<file path="src/hw/lbc_cfg.svh">
// Purpose: Register map, field positions, reset values and timing counts.
// Assumes: Included by its bare name.
// Notes:   Definitions only.
`ifndef LBC_CFG_SVH
`define LBC_CFG_SVH
// ==========================================================
// Register offsets
`define LBC_A_PORT0   8'h00
`define LBC_A_PORT4   8'h04
`define LBC_A_GRPALL  8'h0A
`define LBC_A_GRP01   8'h0B
`define LBC_A_GRP234  8'h0C
`define LBC_A_PORTIN  8'h0E
`define LBC_A_CFG     8'h10
`define LBC_A_RDN     8'h11
`define LBC_A_RUP     8'h12
`define LBC_A_CUR     8'h13
`define LBC_A_GCUR    8'h15
`define LBC_A_DHI     8'h20
`define LBC_A_DLO     8'h21
`define LBC_A_STAT    8'h22
// ==========================================================
// Reset values
`define LBC_R_PORT    8'hFF
`define LBC_R_CFG     8'h00
`define LBC_R_RAMP    8'h00
`define LBC_R_CUR     8'h03
`define LBC_R_GCUR    8'h07
`define LBC_R_DUTY    8'h00
`define LBC_R_STBY    1'b1
// ==========================================================
// Configuration fields
`define LBC_CF_HALF   7
`define LBC_CF_RSTPOR 6
`define LBC_CF_STAG   5
`define LBC_CF_HOLD   4
`define LBC_CF_FADE   3
`define LBC_CF_RUP    2
`define LBC_CF_RRUN   1
`define LBC_CF_RUN    0
`define LBC_CF_WMASK  8'hE3
// Status fields
`define LBC_SF_FLT    1
`define LBC_SF_STBY   0
// ==========================================================
// Timing
`define LBC_CLK_NS    25
`define LBC_TICK_NS   8000
`define LBC_TICK_CYC  (`LBC_TICK_NS / `LBC_CLK_NS)
`endif

</file>
<file path="src/hw/lbc_pkg.sv">
// Purpose: Types shared by the boost and configuration block.
// Assumes: Constants come from lbc_cfg.svh.
// Notes:   Nothing is imported elsewhere.
package lbc_pkg;
   // ==========================================================
   // Serial slave states, Gray along address, pointer, data.
   typedef enum logic [2:0] {
      LBC_IDLE  = 3'b000,
      LBC_ADDR  = 3'b001,
      LBC_ACK   = 3'b011,
      LBC_PTR   = 3'b010,
      LBC_WDATA = 3'b110,
      LBC_RDATA = 3'b111,
      LBC_RACK  = 3'b101
   } lbc_st_t;
   // Raw fault levels from the converter, order D4..D1.
   typedef struct packed {
      logic schottky_open;
      logic current_limit;
      logic thermal;
      logic overvoltage;
   } lbc_fault_t;
   // Control registers handed to port logic.
   typedef struct packed {
      logic [4:0][7:0] port_ctrl;
      logic [7:0]      ramp_down;
      logic [7:0]      ramp_up;
      logic [7:0]      cur_scale;
      logic [7:0]      glob_cur;
   } lbc_ctrl_t;
endpackage

</file>
<file path="src/hw/lbc_top.sv">
// Purpose: Configuration registers, boost enable PWM and boost status.
// Assumes: Two-wire serial pins and reset pin are asynchronous to mclk_in.
// Notes:   Port PWM, ramps and analog converter live elsewhere.
`timescale 1ns/10ps
`include "lbc_cfg.svh"
module lbc_top #(
   parameter logic [6:0] SLAVE_ADDR = 7'h40,
   parameter int         PWM_BITS   = 10,
   parameter int         TICK_CYC   = `LBC_TICK_CYC
) (
   input  wire logic               mclk_in,
   input  wire logic               resetn_in,
   input  wire logic               scl_in,
   input  wire logic               sda_in,
   input  wire logic               rst_pin_n_in,
   input  wire lbc_pkg::lbc_fault_t fault_in,
   input  wire logic               holdoff_in,
   input  wire logic               fade_in,
   input  wire logic               rampup_in,
   output logic                    sda_drv_out,
   output logic                    sda_oe_out,
   output lbc_pkg::lbc_ctrl_t      ctrl_out,
   output logic                    boost_half_out,
   output logic                    stagger_out,
   output logic                    run_out,
   output logic                    standby_out,
   output logic                    boost_en_out
);
   if (PWM_BITS != 10 || TICK_CYC < 8 || TICK_CYC > 511) begin : g_chk
      $error("lbc_top: unsupported PWM width or tick count");
   end
   // ==========================================================
   // Synchronisers and edge detection
   logic [1:0] scl_s_ff, sda_s_ff, rstp_s_ff;
   logic [3:0] flt_s1_ff, flt_s2_ff;
   logic       scl_d_ff, sda_d_ff, rstp_d_ff;
   always_ff @(posedge mclk_in or negedge resetn_in) begin
      if (!resetn_in) begin
         scl_s_ff  <= 2'b11;
         sda_s_ff  <= 2'b11;
         rstp_s_ff <= 2'b11;
         flt_s1_ff <= 4'h0;
         flt_s2_ff <= 4'h0;
         scl_d_ff  <= 1'b1;
         sda_d_ff  <= 1'b1;
         rstp_d_ff <= 1'b1;
      end else begin
         scl_s_ff  <= {scl_s_ff[0], scl_in};
         sda_s_ff  <= {sda_s_ff[0], sda_in};
         rstp_s_ff <= {rstp_s_ff[0], rst_pin_n_in};
         flt_s1_ff <= fault_in;
         flt_s2_ff <= flt_s1_ff;
         scl_d_ff  <= scl_s_ff[1];
         sda_d_ff  <= sda_s_ff[1];
         rstp_d_ff <= rstp_s_ff[1];
      end
   end
   logic scl, sda, scl_rise, scl_fall, i2c_start, i2c_stop, pin_fall;
   assign scl       = scl_s_ff[1];
   assign sda       = sda_s_ff[1];
   assign scl_rise  = scl & ~scl_d_ff;
   assign scl_fall  = ~scl & scl_d_ff;
   assign i2c_start = scl & scl_d_ff & sda_d_ff & ~sda;
   assign i2c_stop  = scl & scl_d_ff & ~sda_d_ff & sda;
   assign pin_fall  = rstp_d_ff & ~rstp_s_ff[1];
   // ==========================================================
   // Register state
   logic [4:0][7:0] port_ff, nxt_port;
   logic [7:0] cfg_ff, nxt_cfg, rdn_ff, nxt_rdn, rup_ff, nxt_rup;
   logic [7:0] cur_ff, nxt_cur, gcur_ff, nxt_gcur, dhi_ff, nxt_dhi;
   logic [1:0] dlo_ff, nxt_dlo;
   logic [3:0] flt_ff, nxt_flt;
   logic       stby_ff, nxt_stby;
   // Pointer auto-increment follows the device address map.
   function automatic logic [7:0] next_ptr(input logic [7:0] a);
      case (a)
         8'h00, 8'h01, 8'h02, 8'h03: next_ptr = a + 8'h01;
         8'h04, 8'h0A, 8'h0B, 8'h0C, 8'h0D, `LBC_A_GCUR: next_ptr = `LBC_A_CFG;
         `LBC_A_CFG, `LBC_A_RDN, `LBC_A_RUP, `LBC_A_CUR, `LBC_A_DHI:
            next_ptr = a + 8'h01;
         default: next_ptr = a;
      endcase
   endfunction
   function automatic logic [7:0] rd_byte(input logic [7:0] a);
      case (a)
         8'h00, 8'h01, 8'h02, 8'h03, 8'h04: rd_byte = port_ff[a[2:0]];
         `LBC_A_GRPALL, `LBC_A_GRP01, `LBC_A_GRP234: rd_byte = port_ff[0];
         `LBC_A_CFG: rd_byte = {cfg_ff[7:5], holdoff_in, fade_in, rampup_in,
                                cfg_ff[1:0]};
         `LBC_A_RDN:  rd_byte = rdn_ff;
         `LBC_A_RUP:  rd_byte = rup_ff;
         `LBC_A_CUR:  rd_byte = cur_ff;
         `LBC_A_GCUR: rd_byte = gcur_ff;
         `LBC_A_DHI:  rd_byte = dhi_ff;
         `LBC_A_DLO:  rd_byte = {6'h00, dlo_ff};
         `LBC_A_STAT: rd_byte = {3'h0, flt_ff, stby_ff};
         default:     rd_byte = 8'h00;
      endcase
   endfunction
   // ==========================================================
   // Two-wire slave
   lbc_pkg::lbc_st_t st_ff, nxt_st, ackto_ff, nxt_ackto;
   logic [3:0] bit_ff, nxt_bit;
   logic [7:0] sh_ff, nxt_sh, ptr_ff, nxt_ptr;
   logic       oe_ff, nxt_oe, nack_ff, nxt_nack, wr_stb, rd_stb, load;
   assign load = scl_fall && ((st_ff == lbc_pkg::LBC_ACK && ackto_ff == lbc_pkg::LBC_RDATA)
                 || (st_ff == lbc_pkg::LBC_RACK && !nack_ff));
   always_comb begin
      nxt_st    = st_ff;
      nxt_ackto = ackto_ff;
      nxt_bit   = bit_ff;
      nxt_sh    = sh_ff;
      nxt_ptr   = ptr_ff;
      nxt_oe    = oe_ff;
      nxt_nack  = nack_ff;
      wr_stb    = 1'b0;
      rd_stb    = 1'b0;
      if (!rstp_s_ff[1] || i2c_stop) begin
         nxt_st = lbc_pkg::LBC_IDLE;
         nxt_oe = 1'b0;
      end else if (i2c_start) begin
         nxt_st  = lbc_pkg::LBC_ADDR;
         nxt_bit = 4'h0;
         nxt_oe  = 1'b0;
      end else if (load) begin
         nxt_sh  = rd_byte(ptr_ff);
         nxt_oe  = ~nxt_sh[7];
         nxt_ptr = next_ptr(ptr_ff);
         rd_stb  = 1'b1;
         nxt_bit = 4'h0;
         nxt_st  = lbc_pkg::LBC_RDATA;
      end else begin
         case (st_ff)
            lbc_pkg::LBC_ADDR, lbc_pkg::LBC_PTR, lbc_pkg::LBC_WDATA: begin
               if (scl_rise && bit_ff < 4'h8) begin
                  nxt_sh  = {sh_ff[6:0], sda};
                  nxt_bit = bit_ff + 4'h1;
               end else if (scl_fall && bit_ff == 4'h8) begin
                  nxt_bit = 4'h0;
                  nxt_oe  = 1'b1;
                  nxt_st  = lbc_pkg::LBC_ACK;
                  nxt_ackto = lbc_pkg::LBC_WDATA;
                  if (st_ff == lbc_pkg::LBC_ADDR) begin
                     nxt_ackto = sh_ff[0] ? lbc_pkg::LBC_RDATA : lbc_pkg::LBC_PTR;
                     if (sh_ff[7:1] != SLAVE_ADDR) begin
                        nxt_oe = 1'b0;
                        nxt_st = lbc_pkg::LBC_IDLE;
                     end
                  end else if (st_ff == lbc_pkg::LBC_PTR) begin
                     nxt_ptr = sh_ff;
                  end else begin
                     wr_stb  = 1'b1;
                     nxt_ptr = next_ptr(ptr_ff);
                  end
               end
            end
            lbc_pkg::LBC_ACK: begin
               if (scl_fall) begin
                  nxt_oe = 1'b0;
                  nxt_st = ackto_ff;
               end
            end
            lbc_pkg::LBC_RDATA: begin
               if (scl_rise) begin
                  nxt_bit = bit_ff + 4'h1;
               end else if (scl_fall && bit_ff == 4'h8) begin
                  nxt_oe  = 1'b0;
                  nxt_bit = 4'h0;
                  nxt_st  = lbc_pkg::LBC_RACK;
               end else if (scl_fall && bit_ff != 4'h0) begin
                  nxt_sh = {sh_ff[6:0], 1'b0};
                  nxt_oe = ~sh_ff[6];
               end
            end
            lbc_pkg::LBC_RACK: begin
               if (scl_rise) begin
                  nxt_nack = sda;
               end else if (scl_fall) begin
                  nxt_st = lbc_pkg::LBC_IDLE;
               end
            end
            default: nxt_st = lbc_pkg::LBC_IDLE;
         endcase
      end
   end
   always_ff @(posedge mclk_in or negedge resetn_in) begin
      if (!resetn_in) begin
         st_ff    <= lbc_pkg::LBC_IDLE;
         ackto_ff <= lbc_pkg::LBC_IDLE;
         bit_ff   <= 4'h0;
         sh_ff    <= 8'h00;
         ptr_ff   <= 8'h00;
         oe_ff    <= 1'b0;
         nack_ff  <= 1'b0;
      end else begin
         st_ff    <= nxt_st;
         ackto_ff <= nxt_ackto;
         bit_ff   <= nxt_bit;
         sh_ff    <= nxt_sh;
         ptr_ff   <= nxt_ptr;
         oe_ff    <= nxt_oe;
         nack_ff  <= nxt_nack;
      end
   end
   // ==========================================================
   // Register writes, restore and fault flags
   logic restore, stat_rd;
   assign restore = pin_fall & cfg_ff[`LBC_CF_RSTPOR];
   assign stat_rd = rd_stb && ptr_ff == `LBC_A_STAT;
   always_comb begin
      nxt_port = port_ff;
      nxt_cfg  = cfg_ff;
      nxt_rdn  = rdn_ff;
      nxt_rup  = rup_ff;
      nxt_cur  = cur_ff;
      nxt_gcur = gcur_ff;
      nxt_dhi  = dhi_ff;
      nxt_dlo  = dlo_ff;
      nxt_stby = stby_ff;
      if (restore) begin
         nxt_port = {5{`LBC_R_PORT}};
         nxt_cfg  = `LBC_R_CFG;
         nxt_rdn  = `LBC_R_RAMP;
         nxt_rup  = `LBC_R_RAMP;
         nxt_cur  = `LBC_R_CUR;
         nxt_gcur = `LBC_R_GCUR;
         nxt_dhi  = `LBC_R_DUTY;
         nxt_dlo  = 2'b00;
         nxt_stby = `LBC_R_STBY;
      end else if (wr_stb) begin
         case (ptr_ff)
            8'h00, 8'h01, 8'h02, 8'h03, 8'h04: nxt_port[ptr_ff[2:0]] = sh_ff;
            `LBC_A_GRPALL: nxt_port = {5{sh_ff}};
            `LBC_A_GRP01:  nxt_port[1:0] = {2{sh_ff}};
            `LBC_A_GRP234: nxt_port[4:2] = {3{sh_ff}};
            `LBC_A_CFG:  nxt_cfg  = sh_ff & `LBC_CF_WMASK;
            `LBC_A_RDN:  nxt_rdn  = sh_ff;
            `LBC_A_RUP:  nxt_rup  = sh_ff;
            `LBC_A_CUR:  nxt_cur  = sh_ff;
            `LBC_A_GCUR: nxt_gcur = sh_ff;
            `LBC_A_DHI:  nxt_dhi  = sh_ff;
            `LBC_A_DLO:  nxt_dlo  = sh_ff[1:0];
            `LBC_A_STAT: nxt_stby = sh_ff[`LBC_SF_STBY];
            default: nxt_stby = stby_ff;
         endcase
      end
      // Reset-run brings the part out of shutdown on a pin pulse.
      if (pin_fall && cfg_ff[`LBC_CF_RRUN]) begin
         nxt_cfg[`LBC_CF_RUN] = 1'b1;
      end
      // Overheating forces standby and shutdown until software restarts.
      if (flt_s2_ff[1]) begin
         nxt_stby = 1'b1;
         nxt_cfg[`LBC_CF_RUN] = 1'b0;
      end
      // A fault present in the clearing cycle must not be lost.
      nxt_flt = (stat_rd ? 4'h0 : flt_ff) | flt_s2_ff;
   end
   always_ff @(posedge mclk_in or negedge resetn_in) begin
      if (!resetn_in) begin
         port_ff <= {5{`LBC_R_PORT}};
         cfg_ff  <= `LBC_R_CFG;
         rdn_ff  <= `LBC_R_RAMP;
         rup_ff  <= `LBC_R_RAMP;
         cur_ff  <= `LBC_R_CUR;
         gcur_ff <= `LBC_R_GCUR;
         dhi_ff  <= `LBC_R_DUTY;
         dlo_ff  <= 2'b00;
         stby_ff <= `LBC_R_STBY;
         flt_ff  <= 4'h0;
      end else begin
         port_ff <= nxt_port;
         cfg_ff  <= nxt_cfg;
         rdn_ff  <= nxt_rdn;
         rup_ff  <= nxt_rup;
         cur_ff  <= nxt_cur;
         gcur_ff <= nxt_gcur;
         dhi_ff  <= nxt_dhi;
         dlo_ff  <= nxt_dlo;
         stby_ff <= nxt_stby;
         flt_ff  <= nxt_flt;
      end
   end
   // ==========================================================
   // Boost enable PWM
   logic [8:0]          tdiv_ff, nxt_tdiv;
   logic                tick_ff, nxt_tick, en_ff, nxt_en, sb_ff, nxt_sb;
   logic [PWM_BITS-1:0] cnt_ff, nxt_cnt, lat_ff, nxt_lat, duty;
   assign duty = {dhi_ff, dlo_ff};
   always_comb begin
      nxt_tick = tdiv_ff == 9'(TICK_CYC - 1);
      nxt_tdiv = nxt_tick ? 9'h000 : tdiv_ff + 9'h001;
      nxt_cnt  = cnt_ff;
      nxt_lat  = lat_ff;
      if (tick_ff) begin
         nxt_cnt = cnt_ff + 1'b1;
         // Duty changes only at a period boundary to avoid runt pulses.
         if (&cnt_ff) begin
            nxt_lat = duty;
         end
      end
      nxt_en = cfg_ff[`LBC_CF_RUN] & ~stby_ff & (cnt_ff < lat_ff);
      nxt_sb = stby_ff | (duty == '0);
   end
   always_ff @(posedge mclk_in or negedge resetn_in) begin
      if (!resetn_in) begin
         tdiv_ff <= 9'h000;
         tick_ff <= 1'b0;
         cnt_ff  <= '0;
         lat_ff  <= '0;
         en_ff   <= 1'b0;
         sb_ff   <= 1'b1;
      end else begin
         tdiv_ff <= nxt_tdiv;
         tick_ff <= nxt_tick;
         cnt_ff  <= nxt_cnt;
         lat_ff  <= nxt_lat;
         en_ff   <= nxt_en;
         sb_ff   <= nxt_sb;
      end
   end
   // ==========================================================
   // Outputs
   assign sda_drv_out    = 1'b0;
   assign sda_oe_out     = oe_ff;
   assign ctrl_out       = {port_ff, rdn_ff, rup_ff, cur_ff, gcur_ff};
   assign boost_half_out = cfg_ff[`LBC_CF_HALF];
   assign stagger_out    = cfg_ff[`LBC_CF_STAG];
   assign run_out        = cfg_ff[`LBC_CF_RUN];
   assign standby_out    = sb_ff;
   assign boost_en_out   = en_ff;
endmodule // lbc_top

</file>
<file path="config.mk">
export PLATFORM = sky130hd
export DESIGN_NAME = lbc_top
export DESIGN_NICKNAME = d
export VERILOG_FILES = /design/src/hw/lbc_pkg.sv /design/src/hw/lbc_top.sv
export VERILOG_INCLUDE_DIRS = /design/src /design/src/hw
export SDC_FILE = /design/constraint.sdc
export NUM_CORES = 1
export LEC_CHECK = 0
export ABC_CLOCK_PERIOD_IN_PS = 3110
export BUFFER_PORTS_ARGS = -buffer_cell sky130_fd_sc_hd__buf_2
export CORE_MARGIN = 2
export CORE_UTILIZATION = 35
export DETAILED_ROUTE_END_ITERATION = 10
export HOLD_SLACK_MARGIN = 0.06
export PLACE_DENSITY = 0.55
export SLEW_MARGIN = 25
export SYNTH_ARGS = -nofsm -noshare
export SYNTH_HDL_FRONTEND = slang
export SYNTH_SLANG_ARGS = --single-unit
</file>
<file path="constraint.sdc">
create_clock -name mclk_in -period 3.11 [get_ports mclk_in]
set_input_delay 0.622 -clock mclk_in [delete_from_list [all_inputs] [get_ports mclk_in]]
set_output_delay 0.622 -clock mclk_in [all_outputs]
set_load 0.01 [all_outputs]
</file>
==> results of run 1 <==
-- stage by stage --
step | hold WS [ps] | util, % | instances | instance area, µm² | power (mW)
after global routing | 245 | 41.5 | 1271 | 10000 | 5.49
after global placement | 335 | 39.3 | 1239 | 9490 | 3.29
after detailed placement | 339 | 39.3 | 1239 | 9490 | 3.29
final | 202 | 41.5 | 1271 | 10000 | 5.26
after floorplan | 326 | - | 841 | 8550 | 2.93
after CTS | 224 | 41.5 | 1271 | 10000 | 5.30
-- power groups by stage --
stage	Clock [mW]	Combinational [mW]	Sequential, mW
after detailed placement	0	0.719	2.57
after global placement	0	0.714	2.57
final	1.99	0.725	2.54
after global routing	2.14	0.793	2.56
after CTS	2.04	0.723	2.53
after floorplan	0	0.546	2.38
-- cells in the mapped netlist, types with 7 or more instances --
| cell type | instances | area (µm²) |
|---|---|---|
| a21oi_1 | 48 | 240 |
| a2bb2oi_1 | 17 | 149 |
| dfrtp_1 | 113 | 2830 |
| nor3_1 | 10 | 50.1 |
| inv_1 | 35 | 131 |
| xor2_1 | 7 | 61.3 |
| a22oi_1 | 15 | 113 |
| nand2_1 | 61 | 229 |
| clkbuf_1 | 34 | 128 |
| nand2b_1 | 18 | 113 |
| xnor2_1 | 10 | 87.6 |
| o21ai_0 | 41 | 205 |
| a21o_1 | 11 | 82.6 |
| ha_1 | 17 | 213 |
| nor2_1 | 87 | 327 |
| mux2i_1 | 46 | 460 |
| nand3_1 | 42 | 210 |
| a31oi_1 | 14 | 87.6 |
| mux2_2 | 20 | 225 |
| dfstp_2 | 56 | 1470 |
| nor2b_1 | 9 | 56.3 |
| a22o_1 | 9 | 78.8 |
-- worst max-delay path by stage --
stage	startpoint	to	slack, ps	cells after the start
floorplan	ptr_ff[1]$_DFFE_PN0P_	sda_oe_out$_DFFE_PN0P_	270	10
global placement	ptr_ff[7]$_DFFE_PN0P_	ctrl_out[70]$_DFFE_PN1P_	470	7
detailed placement	ptr_ff[7]$_DFFE_PN0P_	ctrl_out[66]$_DFFE_PN1P_	400	7
CTS	ptr_ff[7]$_DFFE_PN0P_	ctrl_out[66]$_DFFE_PN1P_	370	7
global route	ptr_ff[3]$_DFFE_PN0P_	ctrl_out[70]$_DFFE_PN1P_	240	7
finish	ptr_ff[7]$_DFFE_PN0P_	ctrl_out[66]$_DFFE_PN1P_	350	7
-- cell type report --
cell class | instances | area, µm²
clock inverters | 13 | 113
repair buffers | 118 | 707
well taps | 324 | 405
inverters | 35 | 131
fillers | 2367 | 14100
flip-flops and latches | 169 | 4300
multi-input cells | 593 | 3950
clock buffers | 19 | 433
-- flip-flops by register name (all words and copies together), names as in the netlist, 9 cells and up --
| register | cells |
|---|---|
| cnt_ff | 10 |
| ctrl_out | 40 |
| lat_ff | 10 |
| tdiv_ff | 9 |
-- kinds of logic (layout without fill, tap and decap cells) --
kind of cell	Yosys count	after routing	synth area share, %
buffers and inverters	79	185	3.62
other	1	1	0.0439
AO/OA/AOI/OAI	217	217	17.4
XOR/XNOR	17	17	1.74
flip-flops	169	169	50.3
multiplexers	68	68	8.55
AND/OR/NAND/NOR	273	273	15.9
adder cells (fa/ha/maj)	17	17	2.49
-- routing by layer --
layer,share of wire [%],vias up
met4,1.1,0
met3,6.4,22
li1,-,3214
met1,46,3414
met5,0,-
met2,46,208
==> out/metrics.csv, run 1 <==
metric,value,unit
Worst-Skew Late Latency,430,ps
TNS Setup,0,ps
Port Buf Inserts,89,
DRT iter0 DRCs,705,
M1 GR Usage,28.1,%
CP peak stage delay,710,ps
Syn Area/Cell,10.2,µm²
GRT met3 Usage,4.13,%
Worst path slowest cell,or4_1,
Worst Setup End Kind,flop,
Post CTS Setup Buffer Count,0,
routed vias/inst,5.40,
met2 Track Usage GR,30.3,%
critical path class,flop to flop,
crit path time final,2760,ps
Net Sw Power,1.66,mW
vias,6858,
VDD IR-drop max,0.000346,V
cts hold-fix bufs,0,
CTS resizes,0,
Leakage Power,4.58,nW
"most common cell after layout, fill and taps aside",dfrtp_1,
vias in the first global route,6580,
Worst path top cell family by delay,simple AND/OR/NAND/NOR gates,
Final Hold Viols,0,
Post-synth EDFFs,0,
Tightest Hold Check Type,primary input to async pin,
CTS buffer count,17,
routability-driven placement congestion ratio,0.916,
layout cell share with drive strength beyond 1,26.0,%
R2R Path Start,ptr_ff[7]$_DFFE_PN0P_,
worst-margin pin slew,683,ps
CP required,3460,ps
Post-Place Worst Slack,402,ps
RSZ-0062 raised after global routing,no,
Syn Inst Count,841,
synthesis-stage register bit count,169,
die height,160,µm
Clock Sinks,169,
clock-pin slew on the worst setup and hold paths,70,ps
IO Count,91,
combinational cell fraction of total power,13.8,%
drt drc,0,
status,"complete, no violations",
Fmax,363,MHz
normalized max-slew margin,54.2,%
ys flop type,dfrtp_1,
Yosys cell types,73,
final setup margin,352,ps
crit path max fanout,8,
R2R Setup Slk,350,ps
H-tree Lvls,4,
largest net degree at the start of global routing,67,
Initial Util,35.3,%
crit share post-route,88.7,%
first-pass iteration count of the detailed router,5,
number of antenna violations at the first check in global routing,0,
Root Driver,clkbuf_16,
busiest grt layer,met2,
area of the mapped netlist,8550,µm²
n_diodes,0,
grt ovf,0,
clock power share,37.9,%
cell row count,57,
first-pass GRT wire length,39100,µm
Synthesized Nets,870,
# setup viols final,0,
Seq pwr share,48.3,%
Power Density,524,nW/µm²
yosys warns,0,
internal power,3.60,mW
Final #Nets,963,
clk buf depth,2,
drt wl/cell,19.4,µm
clk_skew,16.5,ps
most frequent cells in the layout,"113 x dfrtp_1, 88 x buf_2, 87 x nor2_1",
Buf/Inv on CP,1,
area grow syn2layout,17.4,%
Final Max Tran Viols,0,
sequential area share after synthesis,50.3,%
GR Util All Layers,19.5,%
Worst R2R Path Depth,7,
area of the core,24200,µm²
post-route antenna net violation count,0,
Sw Ratio,31.5,%
CTS tree,yes,
die area,25700,µm²
async set-reset flop share out of synthesis,100,%
crit-path cells,"or4_1, nor4_4, a21oi_2, buf_4, nand2b_4, a21oi_4, mux2i_1",
CP Launch Type,flop,
post-detail-place hpwl,17500,µm
total wire length,24600,µm
worst r2r dst,ctrl_out[66]$_DFFE_PN1P_,
Die X,160,µm
Critical Path AT,3100,ps
max-cap violations,0,
(Power assumes the default switching activity.)
==> inputs of run 2 (changes only) <==
--- a/config.mk
+++ b/config.mk
@@ -6,6 +6,7 @@
 export SDC_FILE = /design/constraint.sdc
 export NUM_CORES = 1
 export LEC_CHECK = 0
+export ABC_AREA = 1
 export ABC_CLOCK_PERIOD_IN_PS = 3110
 export BUFFER_PORTS_ARGS = -buffer_cell sky130_fd_sc_hd__buf_2
 export CORE_MARGIN = 2
@@ -13,6 +14,7 @@
 export DETAILED_ROUTE_END_ITERATION = 10
 export HOLD_SLACK_MARGIN = 0.06
 export PLACE_DENSITY = 0.55
+export SETUP_SLACK_MARGIN = 0.2
 export SLEW_MARGIN = 25
 export SYNTH_ARGS = -nofsm -noshare
 export SYNTH_HDL_FRONTEND = slang
==> run 2 against run 1 <==
Against the previous run:
- first-iteration DRC count up 11%
- synthesized cell count is 33% higher
- maximum frequency rose by 19%
- via count up 11%
- register-to-register slack gained 450 ps
==> out/metrics.csv, run 2 <==
metric,value,unit,change
TNS Setup,0,ps,unchanged
Die X,164,µm,+2.1%
area grow syn2layout,14.8,%,
area of the mapped netlist,8910,µm²,+4.3%
CTS buffer count,17,,unchanged
largest net degree at the start of global routing,65,,-3.0%
post-detail-place hpwl,19400,µm,+11%
DRT iter0 DRCs,786,,+11%
vias,7615,,+11%
routability-driven placement congestion ratio,0.955,,+4.2%
CTS tree,yes,,
yosys warns,0,,unchanged
clk_skew,14.1,ps,-2.41 ps
sequential area share after synthesis,48.2,%,-2.1 points
"top cells by count, synth","321 x nand2_1, 133 x inv_1, 113 x dfrtp_1",,
Layout fillers,2613,,+10%
number of antenna violations at the first check in global routing,0,,unchanged
cell row count,58,,+1.8%
"most common cell after layout, fill and taps aside",nand2_1,,
overall power,5.41,mW,+2.8%
Yosys cell types,44,,-40%
Post-synth EDFFs,0,,unchanged
Tightest Hold Check Type,primary input to async pin,,
VDD IR-drop max,0.000322,V,-7.2%
first-pass GRT wire length,41400,µm,+6.0%
drt wl/cell,16.7,µm,-14%
Yosys top cell by area,dfrtp_1,,
die area,26800,µm²,+4.2%
crit path time final,2310,ps,-450 ps
Power Density,528,nW/µm²,+0.78%
n_diodes,0,,unchanged
crit path max fanout,19,,+11
normalized max-slew margin,51.4,%,-2.9 points
crit share post-route,74.2,%,-14 points
most frequent cells in the layout,"321 x nand2_1, 133 x inv_1, 113 x dfrtp_1",,
Root Driver,clkbuf_16,,
"count leader, synth",nand2_1,,
clock-pin slew on the worst setup and hold paths,70,ps,about the same
max-cap violations,0,,unchanged
Worst-Skew Late Latency,440,ps,about the same
max reg flops,40,,unchanged
area of the core,25100,µm²,+3.9%
Final Hold Viols,0,,unchanged
Fmax,433,MHz,+19%
Syn Inst Count,1116,,+33%
clk buf depth,2,,unchanged
async set-reset flop share out of synthesis,100,%,unchanged
cts hold-fix bufs,0,,unchanged
GR Util All Layers,20.3,%,+0.78 points
# setup viols final,0,,unchanged
layout cell share with drive strength beyond 1,20.0,%,-5.9 points
Final Max Tran Viols,0,,unchanged
final setup margin,802,ps,+450 ps
Synthesized Nets,1145,,+32%
worst-margin pin slew,727,ps,+44.2 ps
ys flop type,dfrtp_1,,
Initial Util,35.5,%,+0.16 points
CTS resizes,0,,unchanged
routed vias/inst,4.92,,-8.8%
CP required,3430,ps,-30 ps
total wire length,25900,µm,+5.2%
status,"complete, no violations",,
Syn Area/Cell,7.99,µm²,-21%
grt ovf,0,,unchanged
Leakage Power,5.07,nW,+11%
Final #Nets,1234,,+28%
met2 Track Usage GR,30.6,%,+0.33 points
IO Count,91,,unchanged
Post-Place Worst Slack,856,ps,+454 ps
Port Buf Inserts,89,,unchanged
Clock Sinks,169,,unchanged
H-tree Lvls,4,,unchanged
vias in the first global route,7221,,+9.7%
M1 GR Usage,29.8,%,+1.7 points
post-route antenna net violation count,0,,unchanged
synthesis-stage register bit count,169,,unchanged
post-synth top area share,31.7,%,-1.4 points
GRT met3 Usage,4.16,%,+0.035 points
die height,164,µm,+2.1%
CP Launch Type,flop,,
Post CTS Setup Buffer Count,0,,unchanged
drt drc,0,,unchanged
Critical Path AT,2630,ps,-470 ps
top post-synthesis cells by area,"dfrtp_1 32%, dfstp_2 17%, nand2_1 14%",,
critical path class,flop to flop,,
busiest grt layer,met2,,
Worst Setup End Kind,flop,,
RSZ-0062 raised after global routing,no,,
first-pass iteration count of the detailed router,5,,unchanged
==> run 2: cell count changes after synthesis, sizes merged, moves of 13 or more <==
cell / previous run / this run
buf: 10 / 24
a21oi: 53 / 31
inv: 35 / 141
mux2i: 46 / 0
nand3: 43 / 102
clkbuf: 34 / 2
o21ai: 45 / 141
nand2: 64 / 329
nand2b: 19 / 0
a22oi: 15 / 0
a2bb2oi: 17 / 0
a31oi: 14 / 1
==> run 2: routing by layer <==
| layer | routed length, µm | up-vias | share of wire, % |
|---|---|---|---|
| met5 | 0 | - | 0 |
| met4 | 425 | 0 | 1.6 |
| met3 | 1850 | 33 | 7.1 |
| met2 | 11300 | 259 | 44 |
| met1 | 12300 | 3559 | 47 |
| li1 | - | 3764 | - |
==> run 2: path summary, 6_finish.rpt <==
| check | start | to | slack, ps | cells after the start |
|---|---|---|---|---|
| worst min-delay path | resetn_in | tdiv_ff[3]$_DFF_PN0_ | 110 | 1 |
| max in group asynchronous | resetn_in | ctrl_out[62]$_DFFE_PN1P_ | 2150 | 2 |
| worst min register to register | flt_s1_ff[0]$_DFF_PN0_ | flt_s2_ff[0]$_DFF_PN0_ | 350 | 0 |
| worst max-delay path | st_ff[2]$_DFFE_PN0P_ | sh_ff[5]$_DFFE_PN0P_ | 800 | 9 |
| min in group mclk_in | scl_in | scl_s_ff[0]$_DFF_PN1_ | 270 | 1 |
| worst max register to register | st_ff[2]$_DFFE_PN0P_ | sh_ff[5]$_DFFE_PN0P_ | 800 | 9 |
==> run 2: worst max-delay path, cell delays in order (launching register included) <==
cell      delay [ps]
dfrtp_1          490
inv_2             90
nor2_1           250
nand2_1           80
nand2_1           80
nand2_2          270
nand2_2          170
nand3_2          350
a21oi_1          320
a21boi_2          90
==> run 2: where the power goes <==
group / total [mW] / switching, mW / leakage, nW / internal (mW)
clock network: 2.14 / 1.05 / 0.286 / 1.09
registers: 2.43 / 0.123 / 2.07 / 2.30
logic: 0.836 / 0.646 / 2.72 / 0.191
total: 5.41 / 1.82 / 5.07 / 3.59
==> run 2: logic make-up (layout without fill, tap and decap cells) <==
logic type / Yosys count / count (layout) / synth area share (%)
simple gates: 550 / 550 / 27.0
compound gates: 188 / 188 / 11.8
flops: 169 / 169 / 48.2
buf+inv: 169 / 271 / 8.18
fa+ha+maj: 17 / 17 / 2.39
xor+xnor: 14 / 14 / 1.38
mux: 8 / 8 / 1.01
other cells: 1 / 1 / 0.0421
==> run 2: per-stage QoR <==
step	hold WS (ps)	utilization, %	cells	instance area [µm²]
after CTS	126	40.8	1548	10200
after global placement	336	38.4	1516	9650
after detailed placement	336	38.4	1516	9650
after floorplan	326	-	1116	8910
final	114	40.8	1548	10200
after global routing	140	40.8	1548	10200
==> run 2: area by class of cell <==
cell class | count | area, µm² | share of cell area [%]
inverters | 143 | 537 | 5.24
flip-flops and latches | 169 | 4300 | 42.0
repair buffers | 96 | 517 | 5.05
clock inverters | 14 | 148 | 1.44
multi-input cells | 778 | 3890 | 38.0
clock buffers | 18 | 439 | 4.29
well taps | 330 | 413 | 4.03
